**config.mk**
```make
export PLATFORM = sky130hd
export DESIGN_NAME = epl_position_monitor
export DESIGN_NICKNAME = d
export VERILOG_FILES = /design/src/hdl/epl_pkg.sv /design/src/hdl/epl_position_monitor.sv /design/src/hdl/epl_input_decoder.sv
export SDC_FILE = /design/constraint.sdc
export NUM_CORES = 1
export LEC_CHECK = 0
export BUFFER_PORTS_ARGS = -buffer_cell sky130_fd_sc_hd__clkbuf_2
export CORE_MARGIN = 2
export CORE_UTILIZATION = 60
export CTS_BUF_LIST = sky130_fd_sc_hd__clkbuf_16
export DETAILED_ROUTE_END_ITERATION = 8
export MAX_ROUTING_LAYER = met4
export PLACE_DENSITY = 0.89
export SKIP_LAST_GASP = 1
export SLEW_MARGIN = 5
export SYNTH_ARGS = -nofsm -noshare
export SYNTH_HDL_FRONTEND = slang
export SYNTH_HIERARCHICAL = 1
export SYNTH_SLANG_ARGS = --single-unit
```
**constraint.sdc**
```tcl
create_clock -name mclk -period 18.36 [get_ports mclk]
set_clock_uncertainty 0.1 [all_clocks]
set_input_delay 0.918 -clock mclk [delete_from_list [all_inputs] [get_ports mclk]]
set_output_delay 0.918 -clock mclk [all_outputs]
set_load 0.005 [all_outputs]
```
**src/hdl/epl_pkg.sv**
```systemverilog
package epl_pkg;

  // input decoder formats
  localparam logic [1:0] MODE_QUAD      = 2'h0;
  localparam logic [1:0] MODE_PULSE_DIR = 2'h1;
  localparam logic [1:0] MODE_UP_DOWN   = 2'h2;

  // use of the first encoder input
  localparam logic       USE_SUPERVISE  = 1'b0;
  localparam logic       USE_FOLLOW     = 1'b1;

  // follower source select
  localparam logic       SRC_FIRST      = 1'b0;
  localparam logic       SRC_SECOND     = 1'b1;

  // recovery after a deviation error
  localparam logic       REC_MOVE       = 1'b0;
  localparam logic       REC_OVERWRITE  = 1'b1;

  // ramp update period
  localparam int         CLK_KHZ        = 25000;
  localparam int         RAMP_TICK_US   = 100;
  localparam int         RAMP_CNT_W     = 12;
  localparam logic [RAMP_CNT_W-1:0] RAMP_CYCLES =
    RAMP_CNT_W'(RAMP_TICK_US * CLK_KHZ / 1000);

  // motion sequencer states
  typedef enum logic [3:0] {
    ST_IDLE    = 4'b0001,
    ST_RUN     = 4'b0010,
    ST_HALT    = 4'b0100,
    ST_RECOVER = 4'b1000
  } epl_motion_e;

  localparam epl_motion_e STATE_RESET = ST_IDLE;
  localparam logic        DIR_RESET   = 1'b1;

endpackage

```
**src/hdl/epl_position_monitor.sv**
```systemverilog
// encoder decoding, load angle supervision, follower and buffered pulse ramping
module epl_position_monitor
  import epl_pkg::*;
#(
  parameter int POS_W = 32,
  parameter int VEL_W = 16
)(
  // clock and reset
  input  wire logic                    mclk,
  input  wire logic                    rstn,
  // first encoder input (after line receiver)
  input  wire logic                    enc1ChanA,
  input  wire logic                    enc1ChanB,
  // second encoder input from general digital inputs
  input  wire logic                    secondEncoderChannelAInput,
  input  wire logic                    secondEncoderChannelBInput,
  // input configuration
  input  wire logic [1:0]              enc1Mode,
  input  wire logic [1:0]              enc2Mode,
  input  wire logic                    enc1Use,
  input  wire logic                    followEnable,
  input  wire logic                    followSource,
  input  wire logic signed [15:0]      gearRatio,
  input  wire logic [15:0]             pulseDist,
  input  wire logic [7:0]              countsPerStep,
  // supervision configuration
  input  wire logic [POS_W-1:0]        devLimit,
  input  wire logic                    errorSelect,
  input  wire logic                    recoverySelect,
  input  wire logic                    closedLoopFitted,
  input  wire logic [POS_W-1:0]        closedThresh,
  // motion profile
  input  wire logic [VEL_W-1:0]        accel,
  input  wire logic [VEL_W-1:0]        maxVel,
  input  wire logic [VEL_W-1:0]        homingVel,
  input  wire logic signed [POS_W-1:0] targetPos,
  // commands, one-cycle pulses
  input  wire logic                    moveStart,
  input  wire logic                    recoverStart,
  input  wire logic                    clearError,
  input  wire logic                    clearWarning,
  // motor drive
  output logic                         motorStep,
  output logic                         motorDir,
  // status
  output logic signed [POS_W-1:0]      encoderPos,
  output logic signed [POS_W-1:0]      commandPos,
  output logic signed [POS_W-1:0]      deviation,
  output logic                         loadAngleError,
  output logic                         loadAngleWarning,
  output logic                         closedLoopActive,
  output logic                         moving
);

  function automatic logic [POS_W-1:0] magnitude(input logic signed [POS_W-1:0] v);
    return v[POS_W-1] ? POS_W'(-v) : POS_W'(v);
  endfunction

  epl_motion_e               state;
  epl_motion_e               next_state;
  logic                      up1, dn1, up2, dn2;
  logic                      srcUp, srcDn, srcIsQuad;
  logic signed [POS_W-1:0]   goal;
  logic signed [POS_W-1:0]   rem;
  logic signed [POS_W-1:0]   dev;
  logic signed [POS_W-1:0]   followScale;
  logic signed [POS_W-1:0]   stepSize;
  logic [POS_W-1:0]          absRem, absDev, brakeDist;
  logic [VEL_W-1:0]          vel, vlim;
  logic [VEL_W-1:0]          phase;
  logic [VEL_W:0]            phaseSum, velSum;
  logic [RAMP_CNT_W-1:0]     rampCount;
  logic                      rampTick, haveDist, remDir, wrongDir, decel;
  logic                      clBlock, stepNow, devExceeded, stopEvent;
  logic                      followEvent, recoverMove, recoverOverwrite, velZero;

  // decoders for both inputs
  epl_input_decoder u_enc1 (
    .mclk      (mclk),
    .rstn      (rstn),
    .chanA     (enc1ChanA),
    .chanB     (enc1ChanB),
    .mode      (enc1Mode),
    .countUp   (up1),
    .countDown (dn1)
  );

  epl_input_decoder u_enc2 (
    .mclk      (mclk),
    .rstn      (rstn),
    .chanA     (secondEncoderChannelAInput),
    .chanB     (secondEncoderChannelBInput),
    .mode      (enc2Mode),
    .countUp   (up2),
    .countDown (dn2)
  );

  // follower source: the first input only when not busy supervising
  always_comb begin
    if (followSource == SRC_FIRST && enc1Use == USE_FOLLOW) begin
      srcUp     = up1;
      srcDn     = dn1;
      srcIsQuad = (enc1Mode == MODE_QUAD);
    end else begin
      srcUp     = up2;
      srcDn     = dn2;
      srcIsQuad = (enc2Mode == MODE_QUAD);
    end
  end

  // encoder counts scale by gear ratio, pulses by distance per pulse
  assign followScale = srcIsQuad ? POS_W'(gearRatio)
                                 : signed'(POS_W'(pulseDist));
  assign followEvent = followEnable && (srcUp || srcDn) && !loadAngleError
                       && state != ST_HALT;
  assign stepSize    = signed'(POS_W'(countsPerStep));

  // distance still buffered between goal and command
  assign rem      = goal - commandPos;
  assign absRem   = magnitude(rem);
  assign remDir   = !rem[POS_W-1];
  assign haveDist = absRem >= POS_W'(countsPerStep) && countsPerStep != 8'h00;
  assign velZero  = (vel == '0);
  assign wrongDir = !velZero && haveDist && remDir != motorDir;

  // following difference between command and measured position
  assign dev         = commandPos - encoderPos;
  assign absDev      = magnitude(dev);
  assign devExceeded = enc1Use == USE_SUPERVISE && absDev > devLimit;
  assign stopEvent   = devExceeded && errorSelect && !loadAngleError;

  assign recoverMove      = recoverStart && loadAngleError && state == ST_IDLE
                            && recoverySelect == REC_MOVE;
  assign recoverOverwrite = recoverStart && loadAngleError && state == ST_IDLE
                            && recoverySelect == REC_OVERWRITE;

  // ramp tick divider
  always_ff @(posedge mclk) begin
    if (!rstn) begin
      rampCount <= '0;
    end else if (rampTick) begin
      rampCount <= '0;
    end else begin
      rampCount <= rampCount + RAMP_CNT_W'(1);
    end
  end

  assign rampTick = (rampCount == RAMP_CYCLES - RAMP_CNT_W'(1));

  // braking begins when remaining distance fits the distance stepped while not braking
  assign decel = state == ST_HALT || wrongDir || !haveDist || absRem <= brakeDist;
  assign vlim  = (state == ST_RECOVER) ? homingVel : maxVel;

  // closed loop holds steps that would widen the lag
  assign clBlock  = closedLoopActive && (motorDir == !dev[POS_W-1]) && dev != '0;
  assign phaseSum = {1'b0, phase} + {1'b0, vel};
  assign stepNow  = phaseSum[VEL_W] && !clBlock &&
                    (state == ST_HALT || (!wrongDir && haveDist));
  assign velSum   = {1'b0, vel} + {1'b0, accel};

  // velocity ramp, bounded by acceleration and limit
  always_ff @(posedge mclk) begin
    if (!rstn) begin
      vel <= '0;
    end else if (rampTick) begin
      if (decel) begin
        vel <= (vel > accel) ? vel - accel : '0;
      end else if (velSum > {1'b0, vlim}) begin
        vel <= vlim;
      end else begin
        vel <= velSum[VEL_W-1:0];
      end
    end
  end

  // step phase accumulator and step output
  always_ff @(posedge mclk) begin
    if (!rstn) begin
      phase     <= '0;
      motorStep <= 1'b0;
    end else begin
      phase     <= velZero ? '0 : phaseSum[VEL_W-1:0];
      motorStep <= stepNow;
    end
  end

  // direction only turns at standstill so no step reversal under speed
  always_ff @(posedge mclk) begin
    if (!rstn) begin
      motorDir <= DIR_RESET;
    end else if (velZero && haveDist && state != ST_HALT) begin
      motorDir <= remDir;
    end
  end

  // distance needed to stop, grown on every step taken while not braking
  always_ff @(posedge mclk) begin
    if (!rstn) begin
      brakeDist <= '0;
    end else if (velZero) begin
      brakeDist <= '0;
    end else if (stepNow) begin
      if (!decel) begin
        brakeDist <= brakeDist + POS_W'(countsPerStep);
      end else if (brakeDist > POS_W'(countsPerStep)) begin
        brakeDist <= brakeDist - POS_W'(countsPerStep);
      end else begin
        brakeDist <= '0;
      end
    end
  end

  // measured position from the first input in supervision use, quadrature format only
  always_ff @(posedge mclk) begin
    if (!rstn) begin
      encoderPos <= '0;
    end else if (enc1Use == USE_SUPERVISE && enc1Mode == MODE_QUAD) begin
      if (up1) begin
        encoderPos <= encoderPos + POS_W'(1);
      end else if (dn1) begin
        encoderPos <= encoderPos - POS_W'(1);
      end
    end
  end

  // command position tracks issued steps
  always_ff @(posedge mclk) begin
    if (!rstn) begin
      commandPos <= '0;
    end else if (recoverOverwrite) begin
      commandPos <= encoderPos;
    end else if (stepNow) begin
      commandPos <= motorDir ? commandPos + stepSize : commandPos - stepSize;
    end
  end

  // goal holds the buffered pulse and follower distance
  always_ff @(posedge mclk) begin
    if (!rstn) begin
      goal <= '0;
    end else if (state == ST_HALT && velZero) begin
      goal <= commandPos; // drop what was buffered at the stop
    end else if (recoverOverwrite) begin
      goal <= encoderPos;
    end else if (recoverMove) begin
      goal <= targetPos;
    end else if (moveStart && !loadAngleError && state != ST_HALT) begin
      goal <= targetPos;
    end else if (followEvent) begin
      goal <= srcUp ? goal + followScale : goal - followScale;
    end
  end

  // motion sequencer
  always_comb begin
    next_state = state;
    unique case (state)
      ST_IDLE: begin
        if (stopEvent) next_state = ST_HALT;
        else if (recoverMove) next_state = ST_RECOVER;
        else if (haveDist) next_state = ST_RUN;
      end
      ST_RUN: begin
        if (stopEvent) next_state = ST_HALT;
        else if (velZero && !haveDist) next_state = ST_IDLE;
      end
      ST_HALT: begin
        if (velZero) next_state = ST_IDLE;
      end
      ST_RECOVER: begin
        if (stopEvent) next_state = ST_HALT;
        else if (velZero && !haveDist) next_state = ST_IDLE;
      end
      default: next_state = ST_HALT;
    endcase
  end

  always_ff @(posedge mclk) begin
    if (!rstn) begin
      state <= STATE_RESET;
    end else begin
      state <= next_state;
    end
  end

  // sticky flags; a new event beats a clear in the same cycle
  always_ff @(posedge mclk) begin
    if (!rstn) begin
      loadAngleError   <= 1'b0;
      loadAngleWarning <= 1'b0;
    end else begin
      if (devExceeded && errorSelect) loadAngleError <= 1'b1;
      else if (clearError) loadAngleError <= 1'b0;
      if (devExceeded && !errorSelect) loadAngleWarning <= 1'b1;
      else if (clearWarning) loadAngleWarning <= 1'b0;
    end
  end

  // registered status views
  always_ff @(posedge mclk) begin
    if (!rstn) begin
      deviation        <= '0;
      closedLoopActive <= 1'b0;
      moving           <= 1'b0;
    end else begin
      deviation        <= dev;
      // threshold is the lag in counts equal to the full-step angle
      closedLoopActive <= closedLoopFitted && absDev >= closedThresh;
      moving           <= !velZero;
    end
  end

endmodule

```
**src/hdl/epl_input_decoder.sv**
```systemverilog
// turns an A/B pair into count-up / count-down pulses in one of three formats
module epl_input_decoder
  import epl_pkg::*;
(
  // clock and reset
  input  wire logic       mclk,
  input  wire logic       rstn,
  // channels and format
  input  wire logic       chanA,
  input  wire logic       chanB,
  input  wire logic [1:0] mode,
  // count events
  output logic            countUp,
  output logic            countDown
);

  logic prevA;
  logic prevB;
  logic aChg;
  logic bChg;

  // previous channel levels for edge and transition detection
  always_ff @(posedge mclk) begin
    if (!rstn) begin
      prevA <= 1'b0;
      prevB <= 1'b0;
    end else begin
      prevA <= chanA;
      prevB <= chanB;
    end
  end

  assign aChg = chanA ^ prevA;
  assign bChg = chanB ^ prevB;

  // event decode; complementary lines are never looked at here
  always_comb begin
    countUp   = 1'b0;
    countDown = 1'b0;
    unique case (mode)
      MODE_QUAD: begin
        // one channel changed: direction from phase order, both changed: glitch
        if (aChg ^ bChg) begin
          countUp   = chanA ^ prevB;
          countDown = ~(chanA ^ prevB);
        end
      end
      MODE_PULSE_DIR: begin
        // pulse on A rising edge, B high means positive
        countUp   = chanA & ~prevA & chanB;
        countDown = chanA & ~prevA & ~chanB;
      end
      MODE_UP_DOWN: begin
        // simultaneous pulses cancel each other
        countUp   = chanA & ~prevA & ~(chanB & ~prevB);
        countDown = chanB & ~prevB & ~(chanA & ~prevA);
      end
      default: begin
        countUp   = 1'b0;
        countDown = 1'b0;
      end
    endcase
  end

endmodule

```
==> metrics.md <==
| Metric | Value |
|---|---|
| Layout Nets | `between 4000 and 5000` |
| Initial antenna violation count | `1` |
| Slew Limit Fails | `0` |
| Largest stage delay on the critical path | `around 0.50 ns` |
| Detailed placer's ending HPWL | `approximately 72000 um` |
| GPL Wtd Cong | `1.07` |
| TritonCTS clock tree | `yes` |
| Syn_nets | `4229` |
| First-pass GRT wire length | `between 100000 and 150000 um` |
| Seq/Total Area, Yosys | `16.2%` |
| DRT iter0 DRCs | `3368` |
| Vias in the first global route | `roughly 27000` |
| Port Buffer Count | `about 310` |
| Synth area leaders | `ha_1 (17%), dfxtp_1 (16%), a21oi_1 (6.2%)` |
| Synth Area per Inst | `between 7 and 8 um2` |
| Clock buffer count from CTS | `27` |
| H-tree Lvls | `1` |
| Commonest non-fill, non-tap cell in the layout | `ha_1` |
| Cell mode on critical path | `o21a_1` |
| CTS root buf | `clkbuf_16` |
| Worst-Margin Slew | `1.22 ns` |
| Die area | `between 40000 and 50000 um2` |
| Commonest cells after routing, fill and taps aside | `ha_1 (356), a21oi_1 (333), clkbuf_2 (305)` |
| Largest net degree at the start of global routing | `74` |
| Drt pass-1 iters | `8` |
| Post-Syn Instances | `roughly 3700` |
| Chip height | `between 200 and 250 um` |
| Post-CTS Setup Repair Bufs | `0` |
| Status | `complete, no violations` |
| Worst relative slew slack | `a little under a fifth` |
| Peak VDD IR | `0.360 mV` |
| Resized Gates After CTS | `0` |
| Layout area overhead | `10.2%` |
| CP Launch Type | `register` |
| Wire length per cell | `roughly 20 um` |
| Most used flip-flop cell after synthesis | `dfxtp_1` |
| Placeable Area | `approximately 44000 um2` |
| DRC violations left | `0` |
| Hold Crit Class | `register to register` |
| Final Hold Vio Count | `0` |
| Share of layout cells above drive strength 1 | `a little under an eighth` |
| Clk slew on worst S/H paths | `about 0.06 ns` |
| Slowest-stage cell, CP | `or4_1` |
| Crit-path max FO | `16` |
| Vias | `a little under 30000` |
| I/O Pins | `just over 300` |
| RSZ-0062 raised after global routing | `false` |
| Most area-hungry cell type in the Yosys netlist | `ha_1` |
| Drt total wl | `approximately 90000 um` |
| Crit path DAT | `8.18 ns` |
| Synth cell types | `95` |
| Fin crit share | `between 40% and 50%` |
| Hold_buf cts | `0` |
| Design Power | `approximately 5000 uW` |
| Syn. warnings | `6` |
| Initial Util | `between 60 and 70%` |
| Max-cap violations | `0` |
| Worst-Skew Late Latency | `~0.56 ns` |
| EDFF count, synth | `0` |
| Core Rows | `77` |
| Async S/R FF share, synth | `0%` |
| Yosys reg bits | `approximately 220` |
| Fin crit period | `7.84 ns` |
| Post-Syn Area | `~27000 um2` |
| Clock Path Buffers | `3` |
| GRT Total Usage | `39.0%` |
| Setup_tns | `0 ns` |
| Achievable clock frequency | `128 MHz` |
| Share of the synthesized area in the top cell type | `between 10% and 20%` |
| Final antenna-violating net count | `0` |
| LEAKAGE | `between 0.01 and 0.015 uW` |
| CP required | `18.71 ns` |
| Grt total ovfl | `0` |
| Die W | `about 220 um` |
| CTS sink cnt | `approximately 220` |
| Critical path capture point type | `register` |
| PD cells | `approximately 170 nW/um2` |
| Final setup vio count | `0` |
| Layout fillers | `3844` |
| Critical path type | `register to register` |
| Average via count per standard cell | `around 6.5` |
-- power by group --
part           switching [uW]  internal (uW)
logic                    2370           1530
clock network             226            279
registers                71.1            532
total                    2660           2340
-- worst paths after layout --
check | end | cells past startpoint | startpoint | slack [ns]
setup / recovery | state[1] | 30 | encoderPos[1] | 10.52
hold / removal | rampCount[0] | 1 | rampCount[0] | 0.36
setup reg to reg | state[1] | 30 | encoderPos[1] | 10.52
hold reg to reg | rampCount[0] | 1 | rampCount[0] | 0.36
-- area by class of cell --
type | instances | area, um2 | area share (%)
clock inverter | 21 | 128 | 0.429
antenna | 1 | 2.50 | 0.00842
timing repair buffer | 345 | 1830 | 6.15
clock buffer | 27 | 676 | 2.27
multi-input combinational | 2981 | 20900 | 70.2
tap | 592 | 741 | 2.49
sequential | 218 | 4360 | 14.7
inverter | 297 | 1110 | 3.75
-- layer usage --
| metal | part of all wire [%] | GRT usage (%) | vias to the layer above | wire length, um |
|---|---|---|---|---|
| li1 | - | - | 13800 | - |
| met1 | 39 | 48.7 | 13400 | 36200 |
| met2 | 43 | 60.2 | 1678 | 40100 |
| met3 | 11 | 7.61 | 369 | 10300 |
| met4 | 6.1 | 19.4 | 0 | 5670 |
| met5 | 0 | - | - | 0 |
-- logic make-up (layout without fill, tap and decap cells) --
logic type               count (synthesis)  after routing  share of synthesized area, %
AND/OR/NAND/NOR                       1168           1168                          21.5
AO/OA/AOI/OAI                         1122           1122                          27.4
buffers and inverters                  460            690                          6.61
adder cells (fa/ha/maj)                366            366                          17.3
XOR/XNOR                               253            253                          8.24
flip-flops                             218            218                          16.2
multiplexers                            72             72                          2.75
other                                    0              1                             0
-- cells in the mapped netlist (all sizes together) (54+ instances only) --
cell and n:
nor2 241, nand3 98, nor3 131, o21ai 196
a211oi 72, xnor2 168, ha 356, nand4 61
clkbuf 128, a21oi 334, nand2 298, a31oi 78
dfxtp 218, mux2i 54, a21o 102, inv 296
xor2 85
-- per-stage QoR --
step                      hold WS, ns  area (um2)  utilization (%)  setup WS [ns]  cells
after floorplan                 0.326       27000                -          11.29   3659
after global placement          0.341       28900             65.3          10.87   4433
after detailed placement        0.354       28900             65.3          10.69   4433
after CTS                       0.367       29700             67.1          10.67   4481
after global routing            0.390       29700             67.1           9.69   4482
final                           0.358       29700             67.1          10.52   4482
-- worst max-delay path, delay by kind of cell (launching register included) --
kind / cells / cell delay (ns)
AOI/OAI and AO/OA: 19 / 4.20
and+or+nand+nor: 7 / 2.05
adders and majority gates: 2 / 0.60
DFF: 1 / 0.45
muxes: 1 / 0.19
buffers and inverters: 1 / 0.14
-- state kept, by name, indices dropped and copies added, names as in the netlist, 4 cells and up --
name and flops:
commandPos 32, brakeDist 32, deviation 32, rampCount 12, goal 32, vel 16, encoderPos 32, phase 16
state 4
Power figures use the tool's default switching activity.
